===== config.mk =====
export PLATFORM = sky130hd
export DESIGN_NAME = ckg_regs
export DESIGN_NICKNAME = d
export VERILOG_FILES = /design/src/ckg_pkg.sv /design/src/ckg_pin_filter.sv /design/src/ckg_regs.sv
export SDC_FILE = /design/constraint.sdc
export NUM_CORES = 1
export LEC_CHECK = 0
export BUFFER_PORTS_ARGS = -buffer_cell sky130_fd_sc_hd__buf_2
export CORE_MARGIN = 2
export CORE_UTILIZATION = 34
export CTS_CLUSTER_SIZE = 20
export DETAILED_ROUTE_END_ITERATION = 16
export GPL_ROUTABILITY_DRIVEN = 1
export GPL_TIMING_DRIVEN = 0
export HOLD_SLACK_MARGIN = 0.05
export PLACE_DENSITY = 0.57
export SLEW_MARGIN = 30
export SYNTH_ARGS = -nofsm -noshare
export SYNTH_HDL_FRONTEND = slang
export SYNTH_SLANG_ARGS = --single-unit
export TNS_END_PERCENT = 5

===== constraint.sdc =====
create_clock -name clk -period 4 [get_ports clk]
set_input_delay 0.2 -clock clk [delete_from_list [all_inputs] [get_ports clk]]
set_output_delay 0.2 -clock clk [all_outputs]
set_load 0.1 [all_outputs]

===== src/ckg_pkg.sv =====
// Package with register map, field layout and carrier types of the clock generator bank.
package ckg_pkg;

  // ****************************************************************
  // Register addresses
  // ****************************************************************
  localparam logic [7:0] ADDR_CORE = 8'h00;
  localparam logic [7:0] ADDR_FRAC_HI = 8'h01;
  localparam logic [7:0] ADDR_FRAC_LO = 8'h02;
  localparam logic [7:0] ADDR_ROUTE = 8'h03;
  localparam logic [7:0] ADDR_LOCK = 8'h0c;

  localparam int GEN_COUNT = 16;
  localparam int GEN_IDX_W = 4;
  localparam logic [7:0] GEN_ADDR [GEN_COUNT] = '{
    8'h04, 8'h05, 8'h06, 8'h07, 8'h08, 8'h09, 8'h0a, 8'h0b,
    8'h1b, 8'h1c, 8'h20, 8'h21, 8'h92, 8'h93, 8'h94, 8'hee};
  localparam logic [15:0] GEN_RESET [GEN_COUNT] = '{
    16'h0000, 16'h0000, 16'h2aa0, 16'h6503, 16'h0000, 16'h0000, 16'h0000, 16'h0000,
    16'h0000, 16'h0000, 16'h0000, 16'h0000, 16'h0000, 16'h0000, 16'h0000, 16'h0000};

  // ****************************************************************
  // Reset values
  // ****************************************************************
  localparam logic [15:0] RST_CORE = 16'h0861;
  localparam logic [15:0] RST_FRAC_HI = 16'h5599;
  localparam logic [15:0] RST_FRAC_LO = 16'hc28f;
  localparam logic [15:0] RST_ROUTE = 16'h1801;
  localparam logic [15:0] RST_LOCK = 16'h0000;

  // ****************************************************************
  // Field layout
  // ****************************************************************
  localparam int CORE_SMCLK_LSB = 10;
  localparam int CORE_INT_LSB = 3;
  localparam int CORE_FUSE_BIT = 0;
  localparam logic [15:0] CORE_RW_MASK = 16'hfff8;
  localparam logic [15:0] CORE_FUSE_MASK = 16'h0001;
  localparam int FRAC_HI_LSB = 8;
  localparam int ADC_LSB = 0;
  localparam int ROUTE_INT_LSB = 9;
  localparam int ROUTE_B_SRC = 8;
  localparam int ROUTE_B_COMB = 7;
  localparam int ROUTE_B_IDLE = 6;
  localparam int ROUTE_A_IDLE = 5;
  localparam int ROUTE_A_SRC = 4;
  localparam int ROUTE_A_COMB = 3;
  localparam int ROUTE_A_DIV_LSB = 0;
  localparam logic [7:0] LOCK_CODE = 8'h5b;

  // Channel divide code to ratio, zero meaning the divider is off.
  localparam logic [5:0] DIV_RATIO [8] = '{
    6'h00, 6'h02, 6'h04, 6'h06, 6'h08, 6'h0a, 6'h14, 6'h28};

  // ****************************************************************
  // Serial interface constants
  // ****************************************************************
  localparam logic [3:0] BYTE_BITS = 4'h8;
  localparam logic [3:0] LAST_BIT = 4'h7;

  // ****************************************************************
  // Types
  // ****************************************************************
  typedef enum logic [1:0] {
    CKG_SRC_FIRST = 2'h0,
    CKG_SRC_SECOND = 2'h1,
    CKG_SRC_COMBINER = 2'h2
  } ckg_src_t;

  typedef enum logic [3:0] {
    CKG_IDLE = 4'h0,
    CKG_ADDR = 4'h1,
    CKG_ADDR_ACK = 4'h3,
    CKG_REG = 4'h2,
    CKG_REG_ACK = 4'h6,
    CKG_WR = 4'h7,
    CKG_WR_ACK = 4'h5,
    CKG_RD = 4'h4,
    CKG_RD_ACK = 4'hc
  } ckg_state_t;

  typedef struct packed {
    logic [5:0] state_machine_clock_divide;
    logic [6:0] first_frac_divider_integer;
    logic [23:0] first_frac_divider_numerator;
    logic [7:0] adc_clock_divide;
    logic [6:0] second_frac_divider_integer;
    ckg_src_t channel_a_source;
    ckg_src_t channel_b_source;
    logic [5:0] channel_a_divide_ratio;
    logic channel_a_divider_on;
    logic output_a_idle_drive;
    logic output_b_idle_drive;
    logic fuse_programmed_flag;
    logic locked_write_open;
  } ckg_cfg_t;

endpackage : ckg_pkg


===== src/ckg_pin_filter.sv =====
// Three-stage synchroniser with agreement filter for one pin input.
`timescale 1ns/1ps
module ckg_pin_filter (
  input wire logic clk,
  input wire logic rst_n,
  input wire logic clk_en,
  input wire logic pin_in,
  output logic level
);

  logic [2:0] sync;

  // ****************************************************************
  // Synchroniser and filter
  // ****************************************************************
  always_ff @(posedge clk) begin
    if (!rst_n) begin
      sync <= 3'h7;
      level <= 1'b1;
    end else if (clk_en) begin
      sync <= {sync[1:0], pin_in};
      if (sync[1] == sync[2]) begin
        level <= sync[2];
      end
    end
  end

endmodule : ckg_pin_filter


===== src/ckg_regs.sv =====
// Configuration register bank with its serial configuration slave.
//
// Overview of operation
// - Six-bit state machine clock divide sits in first register bits 15:10.
// - Seven-bit first divider integer ratio in bits 9:3, reset twelve.
// - First register bit 0 flags programmed fuses, locked, reset one.
// - Second register high byte holds numerator top eight bits, reset 0x55.
// - Third register holds numerator low sixteen bits, reset 0xc28f.
// - Fourth register bits 15:9 hold second divider integer ratio, reset twelve.
// - Source bit zero picks first divider, one picks second; bits 8 and 4.
// - Combiner feeds channels only when bits 7 and 3 are both one.
// - Disabled output grounds pins at idle bit zero, floats them at one.
// - Channel a code 0 disables, 1 to 7 divide by 2,4,6,8,10,20,40.
`timescale 1ns/1ps
module ckg_regs #(
  parameter logic [6:0] DEV_ADDR = 7'h68
) (
  input wire logic clk,
  input wire logic rst_n,
  input wire logic clk_en,
  input wire logic scl_in,
  input wire logic sda_in,
  output logic sda_out,
  output logic sda_oe,
  input wire logic [1:0] output_active,
  output logic [1:0] output_pin_oe,
  output ckg_pkg::ckg_cfg_t cfg
);

  // ****************************************************************
  // Declarations
  // ****************************************************************
  logic scl_f;
  logic sda_f;
  logic scl_d;
  logic sda_d;
  logic scl_rise;
  logic scl_fall;
  logic bus_start;
  logic bus_stop;
  ckg_pkg::ckg_state_t state;
  logic [3:0] bit_cnt;
  logic [7:0] shreg;
  logic [7:0] tx;
  logic rw;
  logic master_nack;
  logic byte_sel;
  logic [7:0] hi_byte;
  logic [7:0] reg_addr;
  logic wr_valid;
  logic [7:0] wr_addr;
  logic [15:0] wr_data;
  logic [15:0] rd_word;
  logic lock_open;
  logic [15:0] core;
  logic [15:0] frac_hi;
  logic [15:0] frac_lo;
  logic [15:0] route;
  logic [15:0] lock;
  logic [15:0] gen_q [ckg_pkg::GEN_COUNT];

  // ****************************************************************
  // Functions
  // ****************************************************************
  function automatic logic [7:0] pick_byte(input logic [15:0] word, input logic low);
    pick_byte = low ? word[7:0] : word[15:8];
  endfunction : pick_byte

  function automatic ckg_pkg::ckg_src_t route_src(input logic src, input logic both_comb);
    if (both_comb) begin
      route_src = ckg_pkg::CKG_SRC_COMBINER;
    end else if (src) begin
      route_src = ckg_pkg::CKG_SRC_SECOND;
    end else begin
      route_src = ckg_pkg::CKG_SRC_FIRST;
    end
  endfunction : route_src

  // ****************************************************************
  // Pin inputs
  // ****************************************************************
  ckg_pin_filter u_scl (
    .clk(clk),
    .rst_n(rst_n),
    .clk_en(clk_en),
    .pin_in(scl_in),
    .level(scl_f)
  );

  ckg_pin_filter u_sda (
    .clk(clk),
    .rst_n(rst_n),
    .clk_en(clk_en),
    .pin_in(sda_in),
    .level(sda_f)
  );

  always_ff @(posedge clk) begin
    if (!rst_n) begin
      scl_d <= 1'b1;
      sda_d <= 1'b1;
    end else if (clk_en) begin
      scl_d <= scl_f;
      sda_d <= sda_f;
    end
  end

  assign scl_rise = scl_f & ~scl_d;
  assign scl_fall = ~scl_f & scl_d;
  assign bus_start = scl_f & scl_d & sda_d & ~sda_f;
  assign bus_stop = scl_f & scl_d & ~sda_d & sda_f;

  // ****************************************************************
  // Serial slave state machine
  // ****************************************************************
  always_ff @(posedge clk) begin
    if (!rst_n) begin
      state <= ckg_pkg::CKG_IDLE;
      bit_cnt <= 4'h0;
      shreg <= 8'h00;
      tx <= 8'h00;
      rw <= 1'b0;
      master_nack <= 1'b0;
      byte_sel <= 1'b0;
      hi_byte <= 8'h00;
      reg_addr <= 8'h00;
      sda_oe <= 1'b0;
      wr_valid <= 1'b0;
      wr_addr <= 8'h00;
      wr_data <= 16'h0000;
    end else if (clk_en) begin
      wr_valid <= 1'b0;
      if (bus_start) begin
        state <= ckg_pkg::CKG_ADDR;
        bit_cnt <= 4'h0;
        byte_sel <= 1'b0;
        sda_oe <= 1'b0;
      end else if (bus_stop) begin
        state <= ckg_pkg::CKG_IDLE;
        sda_oe <= 1'b0;
      end else begin
        case (state)
          ckg_pkg::CKG_ADDR, ckg_pkg::CKG_REG, ckg_pkg::CKG_WR: begin
            if (scl_rise) begin
              shreg <= {shreg[6:0], sda_f};
              bit_cnt <= bit_cnt + 4'h1;
            end else if (scl_fall && bit_cnt == ckg_pkg::BYTE_BITS) begin
              bit_cnt <= 4'h0;
              if (state == ckg_pkg::CKG_ADDR) begin
                if (shreg[7:1] == DEV_ADDR) begin
                  rw <= shreg[0];
                  sda_oe <= 1'b1;
                  state <= ckg_pkg::CKG_ADDR_ACK;
                end else begin
                  state <= ckg_pkg::CKG_IDLE;
                end
              end else if (state == ckg_pkg::CKG_REG) begin
                reg_addr <= shreg;
                byte_sel <= 1'b0;
                sda_oe <= 1'b1;
                state <= ckg_pkg::CKG_REG_ACK;
              end else begin
                sda_oe <= 1'b1;
                state <= ckg_pkg::CKG_WR_ACK;
                byte_sel <= ~byte_sel;
                if (byte_sel) begin
                  wr_valid <= 1'b1;
                  wr_addr <= reg_addr;
                  wr_data <= {hi_byte, shreg};
                  reg_addr <= reg_addr + 8'h01;
                end else begin
                  hi_byte <= shreg;
                end
              end
            end
          end
          ckg_pkg::CKG_ADDR_ACK: begin
            if (scl_fall) begin
              bit_cnt <= 4'h0;
              if (rw) begin
                tx <= pick_byte(rd_word, byte_sel);
                sda_oe <= ~(byte_sel ? rd_word[7] : rd_word[15]);
                state <= ckg_pkg::CKG_RD;
              end else begin
                sda_oe <= 1'b0;
                state <= ckg_pkg::CKG_REG;
              end
            end
          end
          ckg_pkg::CKG_REG_ACK, ckg_pkg::CKG_WR_ACK: begin
            if (scl_fall) begin
              sda_oe <= 1'b0;
              state <= ckg_pkg::CKG_WR;
            end
          end
          ckg_pkg::CKG_RD: begin
            if (scl_fall) begin
              if (bit_cnt == ckg_pkg::LAST_BIT) begin
                bit_cnt <= 4'h0;
                sda_oe <= 1'b0;
                state <= ckg_pkg::CKG_RD_ACK;
              end else begin
                bit_cnt <= bit_cnt + 4'h1;
                tx <= {tx[6:0], 1'b0};
                sda_oe <= ~tx[6];
              end
            end
          end
          ckg_pkg::CKG_RD_ACK: begin
            if (scl_rise) begin
              master_nack <= sda_f;
              if (!sda_f) begin
                byte_sel <= ~byte_sel;
                if (byte_sel) begin
                  reg_addr <= reg_addr + 8'h01;
                end
              end
            end else if (scl_fall) begin
              if (master_nack) begin
                state <= ckg_pkg::CKG_IDLE;
              end else begin
                tx <= pick_byte(rd_word, byte_sel);
                sda_oe <= ~(byte_sel ? rd_word[7] : rd_word[15]);
                state <= ckg_pkg::CKG_RD;
              end
            end
          end
          default: begin
            state <= ckg_pkg::CKG_IDLE;
          end
        endcase
      end
    end
  end

  // The pin is only ever pulled low; the enable carries the data.
  always_ff @(posedge clk) begin
    if (!rst_n) begin
      sda_out <= 1'b0;
    end else if (clk_en) begin
      sda_out <= 1'b0;
    end
  end

  // ****************************************************************
  // Register file
  // ****************************************************************
  // Unlock code check.
  assign lock_open = (lock[7:0] == ckg_pkg::LOCK_CODE);

  always_ff @(posedge clk) begin
    if (!rst_n) begin
      core <= ckg_pkg::RST_CORE;
    end else if (clk_en && wr_valid && wr_addr == ckg_pkg::ADDR_CORE) begin
      core <= (wr_data & ckg_pkg::CORE_RW_MASK) |
              ((lock_open ? wr_data : core) & ckg_pkg::CORE_FUSE_MASK);
    end
  end

  // Numerator high byte and ADC clock.
  always_ff @(posedge clk) begin
    if (!rst_n) begin
      frac_hi <= ckg_pkg::RST_FRAC_HI;
    end else if (clk_en && wr_valid && wr_addr == ckg_pkg::ADDR_FRAC_HI) begin
      frac_hi <= wr_data;
    end
  end

  always_ff @(posedge clk) begin
    if (!rst_n) begin
      frac_lo <= ckg_pkg::RST_FRAC_LO;
    end else if (clk_en && wr_valid && wr_addr == ckg_pkg::ADDR_FRAC_LO) begin
      frac_lo <= wr_data;
    end
  end

  always_ff @(posedge clk) begin
    if (!rst_n) begin
      route <= ckg_pkg::RST_ROUTE;
    end else if (clk_en && wr_valid && wr_addr == ckg_pkg::ADDR_ROUTE) begin
      route <= wr_data;
    end
  end

  always_ff @(posedge clk) begin
    if (!rst_n) begin
      lock <= ckg_pkg::RST_LOCK;
    end else if (clk_en && wr_valid && wr_addr == ckg_pkg::ADDR_LOCK) begin
      lock <= wr_data;
    end
  end

  // Plain storage for the remaining mapped entries.
  for (genvar i = 0; i < ckg_pkg::GEN_COUNT; i++) begin : g_gen
    always_ff @(posedge clk) begin
      if (!rst_n) begin
        gen_q[i] <= ckg_pkg::GEN_RESET[i];
      end else if (clk_en && wr_valid && wr_addr == ckg_pkg::GEN_ADDR[i]) begin
        gen_q[i] <= wr_data;
      end
    end
  end

  always_comb begin
    rd_word = 16'h0000;
    case (reg_addr)
      ckg_pkg::ADDR_CORE: rd_word = core;
      ckg_pkg::ADDR_FRAC_HI: rd_word = frac_hi;
      ckg_pkg::ADDR_FRAC_LO: rd_word = frac_lo;
      ckg_pkg::ADDR_ROUTE: rd_word = route;
      ckg_pkg::ADDR_LOCK: rd_word = lock;
      default: begin
        for (int j = 0; j < ckg_pkg::GEN_COUNT; j++) begin
          if (reg_addr == ckg_pkg::GEN_ADDR[j]) begin
            rd_word = gen_q[j];
          end
        end
      end
    endcase
  end

  // ****************************************************************
  // Decoded configuration
  // ****************************************************************
  always_ff @(posedge clk) begin
    if (!rst_n) begin
      cfg <= '0;
    end else if (clk_en) begin
      cfg.state_machine_clock_divide <= core[ckg_pkg::CORE_SMCLK_LSB +: 6];
      cfg.first_frac_divider_integer <= core[ckg_pkg::CORE_INT_LSB +: 7];
      cfg.first_frac_divider_numerator <= {frac_hi[ckg_pkg::FRAC_HI_LSB +: 8], frac_lo};
      cfg.adc_clock_divide <= frac_hi[ckg_pkg::ADC_LSB +: 8];
      cfg.second_frac_divider_integer <= route[ckg_pkg::ROUTE_INT_LSB +: 7];
      cfg.channel_a_source <= route_src(route[ckg_pkg::ROUTE_A_SRC],
        route[ckg_pkg::ROUTE_A_COMB] & route[ckg_pkg::ROUTE_B_COMB]);
      cfg.channel_b_source <= route_src(route[ckg_pkg::ROUTE_B_SRC],
        route[ckg_pkg::ROUTE_A_COMB] & route[ckg_pkg::ROUTE_B_COMB]);
      cfg.channel_a_divide_ratio <= ckg_pkg::DIV_RATIO[route[ckg_pkg::ROUTE_A_DIV_LSB +: 3]];
      cfg.channel_a_divider_on <= (route[ckg_pkg::ROUTE_A_DIV_LSB +: 3] != 3'h0);
      cfg.output_a_idle_drive <= route[ckg_pkg::ROUTE_A_IDLE];
      cfg.output_b_idle_drive <= route[ckg_pkg::ROUTE_B_IDLE];
      cfg.fuse_programmed_flag <= core[ckg_pkg::CORE_FUSE_BIT];
      cfg.locked_write_open <= lock_open;
    end
  end

  always_ff @(posedge clk) begin
    if (!rst_n) begin
      output_pin_oe <= 2'h0;
    end else if (clk_en) begin
      output_pin_oe[0] <= output_active[0] | ~route[ckg_pkg::ROUTE_A_IDLE];
      output_pin_oe[1] <= output_active[1] | ~route[ckg_pkg::ROUTE_B_IDLE];
    end
  end

endmodule : ckg_regs


Word-level counts from Yosys, hierarchy flattened
Memory sizes are Yosys's and may differ from the RTL's. A register that Yosys moved wholly into a read port is not among the register bits.
Cells that the tools add are included.
Storage, ports and cells
  bits in read-only memories: 48
  input port bits: 7
  memories: 2
  memory bits (writable): 256
  word-level logic and storage cells: 376
  register bits after elaboration: 221
Memory list
  gen_q: depth 16, width 16, rd ports 16, clocked after Yosys merged registers in 0, wr ports 16, RTL line ckg_regs.sv:60  | logic [15:0] gen_q [ckg_pkg::GEN_COUNT];
  (name not given): depth 8, width 6, rd ports 1, clocked after Yosys merged registers in 1, wr ports 0, RTL line ckg_regs.sv:338  | cfg.channel_a_divide_ratio <= ckg_pkg::DIV_RATIO[route[ckg_pkg::ROUTE_A_DIV_LSB +: 3]];
Cells by class
  bitwise operators: 42
  multiplexer cells: 161
  add/subtract/negate cells: 2
  reduce and logical (&&, ||, !) cells: 47
  equal/unequal tests: 85
Operator list (count)
  two-way mux 16 bit: 32
  two-way mux 1 bit: 83
  == test 8 x 4 -> 1 bit (second input constant): 10
  one-hot mux 16 bit (5 select lines): 1
  two-way mux 4 bit: 18
  == test 8 x 3 -> 1 bit (second input constant): 8
  == test 8 bit (second input constant): 8
  two-way mux 7 bit: 8
  two-way mux 8 bit: 7
  != test 4 bit (second input constant): 10
  AND reduction 9 bit: 4
  == test 8 x 2 -> 1 bit (second input constant): 4
  == test 8 x 5 -> 1 bit (second input constant): 4
  == test 8 x 6 -> 1 bit (second input constant): 4
  != test 2 bit (second input constant): 13
  logical AND 1 bit: 23
  AND reduction 11 bit: 2
  != test 3 bit (second input constant): 7
  one-hot mux 7 bit (3 select lines): 1
  == test 4 x 3 -> 1 bit (second input constant): 5
  one-hot mux 4 bit (5 select lines): 1
  OR 1 bit: 18
  == test 8 x 1 -> 1 bit (second input constant): 2
  zero test 8 bit: 2
  30 further kinds: 62

Depth between registers and ports, before layout
Gate-level depths: netlist of run 1.
  depth in word-level cells: 26
  depth in mapped cells: 12

By module
Synthesis of run 1 repeated with hierarchy kept, for this count alone.
Second synthesis, totals
  cells, all modules: 2160
  area total of the unflattened synthesis: 21728.3 um2
By module, submodules not included
  ckg_regs: sequential area each 11991.5 um2, area each 21433.1 um2, times used 1, cells an instance 2130
  ckg_pin_filter: sequential area each 80.1 um2, area each 147.6 um2, times used 2, cells an instance 15

Worst setup path before layout of run 1
Ideal clock, no wire load.
  path kind: register -> register
  from: register wr_valid
  to: memory gen_q[1][0] (netlist: gen_q[0][16]) (enable)
  stages on the path, launching flop included: 6
  path slack: 1.179 ns
  data required time: 3.589 ns
  path buffers: 1
  arrival time: 2.410 ns
  cells stage by stage: dfxtp_1 -> nand2_1 -> nor4b_2 -> nand2_1 -> clkbuf_1 -> o21ai_0
RTL lines
  start: declaration: RTL line ckg_regs.sv:50  | logic wr_valid;
  start signal: assignment: RTL line ckg_regs.sv:128  | wr_valid <= 1'b0;
  start signal: assignment: RTL line ckg_regs.sv:132  | wr_valid <= 1'b0;
  start signal: assignment: RTL line ckg_regs.sv:167  | wr_valid <= 1'b1;
  end: declaration: RTL line ckg_regs.sv:60

Worst setup path in the final report of run 1
  from: register reg_addr[0]
  to: register sda_oe
On the way
  longest elaborated chain between the ends: 26
  elaborated cells on any way between the ends: 48
  those cells by class: eq/ne (20); mux (26); bitwise (1); reduce/logical (1)
RTL lines
  start: declaration: RTL line ckg_regs.sv:49  | logic [7:0] reg_addr;
  start signal: assignment: RTL line ckg_regs.sv:158  | reg_addr <= shreg;
  start signal: assignment: RTL line ckg_regs.sv:170  | reg_addr <= reg_addr + 8'h01;
  start signal: assignment: RTL line ckg_regs.sv:215  | reg_addr <= reg_addr + 8'h01;
  == test 8 x 3 -> 1 bit: RTL line ckg_regs.sv:314  | if (reg_addr == ckg_pkg::GEN_ADDR[j]) begin
  two-way mux 16 bit (16 in a row): RTL line ckg_regs.sv:314
  one-hot mux 16 bit (5 select lines) (*): RTL line ckg_regs.sv:306  | case (reg_addr)
  two-way mux 1 bit (*): RTL line ckg_regs.sv:182, ckg_regs.sv:223
  NOT 1 bit (*): RTL line ckg_regs.sv:182, ckg_regs.sv:223
  two-way mux 1 bit: RTL line ckg_regs.sv:219  | if (master_nack) begin
  two-way mux 1 bit: RTL line ckg_regs.sv:218  | end else if (scl_fall) begin
  two-way mux 1 bit: RTL line ckg_regs.sv:210  | if (scl_rise) begin
  one-hot mux 1 bit (5 select lines) (*): RTL line ckg_regs.sv:142  | case (state)
  two-way mux 1 bit (*): RTL line ckg_regs.sv:138  | end else if (bus_stop) begin
  two-way mux 1 bit (*): RTL line ckg_regs.sv:133  | if (bus_start) begin
  end signal: assignment: RTL line ckg_regs.sv:182  | sda_oe <= ~(byte_sel ? rd_word[7] : rd_word[15]);
  end signal: assignment: RTL line ckg_regs.sv:205  | sda_oe <= ~tx[6];
  end signal: assignment: RTL line ckg_regs.sv:223  | sda_oe <= ~(byte_sel ? rd_word[7] : rd_word[15]);
  end: declaration: RTL line ckg_regs.sv:24  | output logic sda_oe,
Every way passes the cells marked *; elsewhere a longest branch is shown, timed or not. The select of a mux whose other input is x is not followed.
A chain may end at the register's enable or synchronous reset.

==> results of run 1 <==
-- critical path: stages (launching register included) --
cell and delay, ns:
dfxtp_1 0.34, ha_1 0.33, buf_2 0.28, inv_1 0.18, buf_2 0.27, clkbuf_1 0.61, o22ai_1 0.32, o32ai_1 0.34
o21ai_1 0.25, a21oi_1 0.54, o22ai_1 0.13, a32o_1 0.28
-- logic make-up after synthesis --
group | Yosys count
flops | 479
buf+inv | 192
compound gates | 423
fa+ha+maj | 6
other cells | 1
simple gates | 922
xor+xnor | 2
mux | 109
-- power breakdown --
group          internal, mW  total [mW]  switching, mW  leakage, nW
logic                0.0924       0.433          0.341         4.10
clock network          2.78        4.87           2.09        0.855
registers              5.32        5.38         0.0596         4.24
total                  8.19        10.7           2.49         9.20
-- area by class of cell --
class	count	area [sq um]	share of cell area, %
multi-input combinational	1464	8970	35.5
clock inverter	31	283	1.12
inverter	17	63.8	0.252
buffer	175	777	3.07
sequential	479	12200	48.0
antenna	2	5.00	0.0198
tap	846	1060	4.18
clock buffer	66	1420	5.60
timing repair buffer	93	577	2.28
-- per-stage QoR --
stage          hold slack, ns  power [mW]  std cells
4_1_cts                 0.251        10.7       3171
6_report                0.273        10.7       3173
3_5_place_dp            0.452        5.91       3070
3_3_place_gp            0.445        5.89       3056
5_1_grt                 0.314        10.9       3171
2_1_floorplan           0.328        5.76       2135
-- flip-flops by register name (all words and copies together) (netlist names), 2 cells and up --
signal         cells
bit_cnt            4
cfg               65
core              14
frac_hi           16
frac_lo           16
gen_q            256
hi_byte            8
lock              16
output_pin_oe      2
reg_addr           8
route             16
shreg              8
state              4
tx                 7
u_scl.sync         3
u_sda.sync         3
wr_addr            8
wr_data           16
-- timing repair --
item,CTS,global route
endpoints found under the hold margin,4,0
setup endpoints to repair,2,0
gates resized for setup,1,0
hold buffers,4,0
-- worst min-delay path by stage --
stage	start	endpoint	slack [ns]	cells after the start
after floorplan	scl_in	u_scl.sync[0]	0.33	2
after global placement	lock[12]	lock[12]	0.44	2
after detailed placement	lock[14]	lock[14]	0.45	2
after CTS	rst_n	sda_oe	0.25	4
after global routing	rst_n	sda_oe	0.31	4
final	rst_n	sda_oe	0.27	4
-- metal layers --
layer | global-route usage, % | part of all wire (%)
met1 | 34.5 | 42
met5 | 0 | 0.014
met4 | 9.62 | 3.9
met3 | 5.94 | 10
met2 | 38.7 | 44
-- cell usage in the layout, fill, tap and decap left out, types with 6 or more instances in the layout --
| cell | instances |
|---|---|
| and2_1 | 255 |
| o32ai_1 | 8 |
| a31oi_1 | 11 |
| mux2i_1 | 108 |
| nand2_1 | 243 |
| nand2b_1 | 31 |
| o211ai_1 | 11 |
| ha_1 | 6 |
| clkbuf_16 | 54 |
| nor4_1 | 13 |
| o21ai_1 | 7 |
| and3_1 | 13 |
| o21ai_0 | 41 |
| nand3_1 | 59 |
| clkinv_2 | 18 |
| buf_1 | 13 |
| clkbuf_1 | 113 |
| buf_2 | 102 |
| o21ai_2 | 13 |
| a32oi_1 | 8 |
| a211oi_1 | 12 |
| nor3_1 | 32 |
| o22ai_1 | 40 |
| o221ai_1 | 12 |
| nand4_1 | 12 |
| dfxtp_1 | 223 |
| a21oi_1 | 131 |
| nor2b_1 | 14 |
| buf_4 | 9 |
| a221oi_1 | 38 |
| a222oi_1 | 8 |
| inv_1 | 16 |
| or3_1 | 19 |
| nor2_1 | 174 |
| buf_6 | 17 |
| clkbuf_2 | 19 |
| edfxtp_1 | 256 |
| a22oi_1 | 27 |
==> run_results.csv, run 1 <==
group,metric,value,unit
outcome,status,"complete, no violations",
layout,area_growth,15.7,%
timing,rsz0062_at_grt,"no",
setup_path,r2r_end,"sda_oe",
route,detail_route.wl_per_cell,27.0,um
route,vias_per_cell,5.73,
setup_path,worst-setup-path-type,"reg2reg",
timing,clock.fmax,253,MHz
placed_design,dp_slack,-0.0193,ns
setup_path,r2r-start,"reg_addr[0]",
pwr,ir_drop,0.338,mV
global_routing,grt_pass1_wl,123000,um
clock_tree,cts_max_path_buffers,3,
logic_synthesis,synth_mux_area_share,5.00,%
global_routing,antenna_found_initial,5,
clock_tree,cts_tree,"built",
timing,worst_pin_slew,1.19,ns
placed_design,place_congestion,0.959,
logic_synthesis,synth_xor_xnor_area_share,0.0801,%
timing,slew_viol_final,0,
timing,setup_slack,0.0407,ns
setup_path,required,4.52,ns
route,drt_wl_total,85700,um
setup_path,reg2regPathDepth,11,
pwr,p_per_area,422,mW/mm^2
timing,min_period,3.96,ns
placed_design,hpwl,61700,um
route,drc_errors,0,
clock_tree,cts_sinks,479,
floorplanning,rows,92,
run,drv_cap,0,
logic_synthesis,yosysMostFrequentCell,"edfxtp_1",
clock_tree,clk_pin_slew,0.06,ns
setup_path,crit_arrival,4.48,ns
logic_synthesis,ys_ff_latch,479,
logic_synthesis,netlist_area,0.0219,sq mm
global_routing,grt_util_all_layers,25.2,%
layout,nets,2295,
floorplanning,die_area,0.0663,sq mm
setup_path,crit_start,"reg_addr[0]",
timing,hold_viol_final,0,
logic_synthesis,synth_warnings,0,
layout,fillCellCount,6256,
timing,min_period_over_period,99.0,%
logic_synthesis,synth_adder_area_share,0.343,%
route,firstDrtPassIters,7,
logic_synthesis,synthCells,2134,
logic_synthesis,avgSynthCellArea,10.2,sq um
floorplanning,die_height,258,um
timing,setup_violations,0,
floorplanning,core_area,0.0633,sq mm
global_routing,grt_max_degree,17,
clock_tree,cts_made_buffers,52,
placed_design,io_buffers,75,
clock_tree,cts_setup_buffers,0,
route,drt_iter0_drc,2516,
logic_synthesis,yosys_most_used_dff,"edfxtp_1",
setup_path,critPathMaxFanout,11,
timing,fin_skew,0.0420,ns
logic_synthesis,yosysSeqAreaShare,55.6,%
logic_synthesis,ys_async_sr_fraction,0,%
logic_synthesis,synth_commonest_cells,"edfxtp_1, and2_1, nand2_1",
placed_design,place_area,0.0236,sq mm
clock_tree,cts-root-buf,"clkbuf_16",
layout,stdcell_area,0.0253,sq mm
floorplanning,die_w,258,um
setup_path,crit_path_start_kind,"register",
route,vias,18200,
setup_path,end_kind,"register",
global_routing,grt_pass1_vias,17400,
logic_synthesis,synth_compound_area_share,13.0,%
timing,final.setup.tns,0,ns
clock_tree,insertion_delay,0.63,ns
route,antenna_left,0,
global_routing,overflow,0,
timing,slew_headroom,20.5,%
logic_synthesis,synth_top_area_share,35.2,%
logic_synthesis,synth_top_area_cell,"edfxtp_1",
worst_hold_path,hp-class,"in2reg",
layout,final_util,40.0,%
pwr,power_leakage,9.20,nW
logic_synthesis,synthTopCellsByArea,"edfxtp_1, dfxtp_1, and2_1",
logic_synthesis,synthSimpleGateAreaFrac,22.2,%
clock_tree,cts.htree.levels,2,
setup_path,crit_end,"sda_oe",
floorplanning,io_pins,78,
logic_synthesis,synth_top_family_by_area,"simple AND/OR/NAND/NOR gates",
layout,drive_above_1_share,12.2,%
logic_synthesis,synth-edff-count,256,
setup_path,r2r_slack,0.04,ns
logic_synthesis,yosysUniqueCellTypes,94,
floorplanning,start_util,34.5,%
Note: power is estimated with default switching activity, not from simulation.
==> run 2: changes to the inputs <==
--- a/config.mk
+++ b/config.mk
@@ -5,8 +5,8 @@
 export SDC_FILE = /design/constraint.sdc
 export NUM_CORES = 1
 export LEC_CHECK = 0
+export ABC_AREA = 1
 export BUFFER_PORTS_ARGS = -buffer_cell sky130_fd_sc_hd__buf_2
-export CORE_MARGIN = 2
 export CORE_UTILIZATION = 34
 export CTS_CLUSTER_SIZE = 20
 export DETAILED_ROUTE_END_ITERATION = 16
==> run_results.csv, run 2 <==
group,metric,value,unit
outcome,status,"complete, no violations",
pwr,clkPwrFrac,39.5,%
logic_synthesis,synthCells,2358,
floorplanning,io_pins,78,
route,firstDrtPassIters,6,
layout,final_common_cell,"nor2_1",
route,antenna_left,0,
pwr,power_leakage,8.91,nW
layout,largest_reg_flops,256,
timing,slew_headroom,28.0,%
setup_path,worstPathCellList,"ha_1 > inv_1 > nor3_4 > inv_2 > clkbuf_2 > o21ai_0 > nand2_1 > nand2_1 > nand2_1 > o211ai_1 > nand3_1 > nor2_1 > nand2_1 > nand2_1 > nand4_1 > nand2_1 > nand4_1 > nand2_1 > a21oi_1",
route,route.met3.wl,4510,um
logic_synthesis,yosys_most_used_dff,"edfxtp_1",
clock_tree,postCtsResizedCells,0,
layout,area_growth,16.1,%
logic_synthesis,synth_top_area_share,37.3,%
route,vias_per_cell,5.29,
global_routing,grt_pass1_vias,17100,
logic_synthesis,ys_async_sr_fraction,0,%
pwr,p_per_area,533,mW/mm^2
placed_design,place_inst,3216,
timing,setup_violations,0,
setup_path,cp_slowest_cell,"nor3_4",
setup_path,worst-setup-path-type,"reg2reg",
logic_synthesis,netlist_area,0.0206,sq mm
layout,antenna_cells,0,
timing,rsz0062_at_grt,"no",
route,vias,17500,
setup_path,end_kind,"register",
global_routing,grt_pass1_wl,106000,um
layout,nets,2514,
layout,top_register,"gen_q",
pwr,ir_drop,0.361,mV
pwr,switching_share,30.2,%
pwr,switching_power,3.85,mW
worst_hold_path,hp-class,"in2reg",
logic_synthesis,avgSynthCellArea,8.73,sq um
layout,reg_top3,"gen_q x256, cfg x65",
timing,final.setup.tns,0,ns
placed_design,io_buffers,75,
run,drv_cap,0,
timing,min_period,3.46,ns
timing,slew_viol_final,0,
timing,hold_viol_final,0,
placed_design,place_congestion,0.964,
logic_synthesis,yosysSeqAreaShare,59.0,%
logic_synthesis,synthTopCellsByArea,"edfxtp_1, dfxtp_1, nor2_1",
clock_tree,cts_max_path_buffers,3,
setup_path,critPathMaxFanout,10,
clock_tree,cts_setup_buffers,0,
timing,whs,0.155,ns
route,drc_errors,0,
setup_path,crit_family,"simple AND/OR/NAND/NOR gates",
setup_path,crit_arrival,3.91,ns
setup_path,max_stage_delay,0.52,ns
setup_path,crit_path_start_kind,"register",
pwr,p_comb_share,17.4,%
route,drt_iter0_drc,1619,
logic_synthesis,synth_mux_area_share,0,%
clock_tree,cts_made_buffers,52,
route,drt_wl_total,71500,um
route,detail_route.wl_per_cell,21.6,um
route,m1WireLength,31100,um
clock_tree,cts_tree,"built",
clock_tree,cts_sinks,479,
logic_synthesis,synth_compound_area_share,13.8,%
route,top_layer_used,"met4",
logic_synthesis,synth_top_area_cell,"edfxtp_1",
timing,fin_skew,0.0211,ns
logic_synthesis,synth_warnings,0,
logic_synthesis,ys_ff_latch,479,
global_routing,grt_max_degree,17,
floorplanning,rows,89,
timing,worst_pin_slew,1.05,ns
logic_synthesis,synth_commonest_cells,"nor2_1, nand2_1, edfxtp_1",
global_routing,overflow,0,
floorplanning,die_area,0.0616,sq mm
clock_tree,insertion_delay,0.61,ns
setup_path,cp_num_buf_inv,3,
logic_synthesis,synth_xor_xnor_area_share,0.170,%
placed_design,hpwl,52300,um
logic_synthesis,synth_adder_area_share,0.364,%
clock_tree,clk_pin_slew,0.06,ns
global_routing,antenna_found_initial,0,
logic_synthesis,yosysMostFrequentCell,"nor2_1",
pwr,p_int,8.90,mW
logic_synthesis,synthSimpleGateAreaFrac,20.6,%
logic_synthesis,synth_top_family_by_area,"simple AND/OR/NAND/NOR gates",
layout,mostFrequentLayoutCells,"nor2_1, nand2_1, edfxtp_1",
global_routing,grt_util_all_layers,23.2,%
timing,min_period_over_period,86.5,%
timing,clock.fmax,289,MHz
clock_tree,cts_hold_buffers,4,
clock_tree,cts.htree.levels,2,
floorplanning,start_util,34.6,%
setup_path,crit_path_frequent_cell,"nand2_1",
route,wl_met2,32900,um
layout,drive_above_1_share,9.60,%
clock_tree,cts-root-buf,"clkbuf_16",
floorplanning,die_w,248,um
pwr,seqPwrFrac,43.1,%
floorplanning,die_height,248,um
setup_path,required,4.45,ns
layout,layout.cells.non_filler,3314,
logic_synthesis,yosysUniqueCellTypes,52,
floorplanning,core_area,0.0595,sq mm
logic_synthesis,synth-edff-count,256,
run 2: cell types whose count changed in the layout (fill, tap and decap cells not counted), moves of 28 or more:
cell | before | now
a21oi_1 | 131 | 184
a221oi_1 | 38 | 3
and2_1 | 255 | 0
inv_1 | 16 | 165
mux2i_1 | 108 | 0
nand2_1 | 243 | 425
nand2b_1 | 31 | 0
nand4_1 | 12 | 46
nor2_1 | 174 | 439
o211ai_1 | 11 | 39
o21ai_0 | 41 | 219
o22ai_1 | 40 | 6
run 2: metal layers:
metal	global-route usage (%)	vias to the layer above
li1	-	8232
met1	30.8	8505
met2	38.0	662
met3	3.28	133
met4	9.56	0
met5	0	-
run 2: power by group through the flow:
| stage | Clock [mW] | Sequential, mW | Combinational [mW] |
|---|---|---|---|
| floorplan | 0 | 5.85 | 1.20 |
| global placement | 0 | 5.60 | 2.13 |
| detailed placement | 0 | 5.60 | 2.17 |
| global route | 5.26 | 5.52 | 2.37 |
| CTS | 5.07 | 5.50 | 2.17 |
| finish | 5.03 | 5.50 | 2.22 |
run 2: kinds of logic after synthesis:
kind of cell,after synthesis
XOR/XNOR,4
AND/OR/NAND/NOR,1031
buffers and inverters,320
other,1
flip-flops,479
adder cells (fa/ha/maj),6
AO/OA/AOI/OAI,517
run 2: worst min-delay path: stages:
cell      delay [ns]
buf_2           0.15
inv_2           0.26
a211oi_1        0.09
run 2: final timing paths:
check,endpoint,slack [ns],startpoint,cells after the start
setup / recovery,tx[1],0.54,reg_addr[0],19
hold reg to reg,u_scl.sync[0],0.45,u_scl.sync[0],2
hold / removal,state[3],0.15,rst_n,3
setup reg to reg,tx[1],0.54,reg_addr[0],19
run 2: area by class of cell:
type / instances / area, sq um
Buffer: 147 / 596
Clock buffer: 69 / 1460
Clock inverter: 25 / 305
Fill cell: 5965 / 35600
Inverter: 173 / 649
Multi-Input combinational cell: 1560 / 7260
Sequential cell: 479 / 12200
Tap cell: 773 / 967
Timing Repair Buffer: 88 / 517
run 2: through the flow:
stage	power, mW	cell area (sq um)	utilization, %	setup WS (ns)
6_report	12.8	23900	40.2	0.539
5_1_grt	13.2	23900	40.2	0.244
4_1_cts	12.7	23900	40.2	0.544
3_5_place_dp	7.77	22100	37.2	0.548
3_3_place_gp	7.73	21900	36.9	-0.0308
2_1_floorplan	7.06	20600	-	1.32
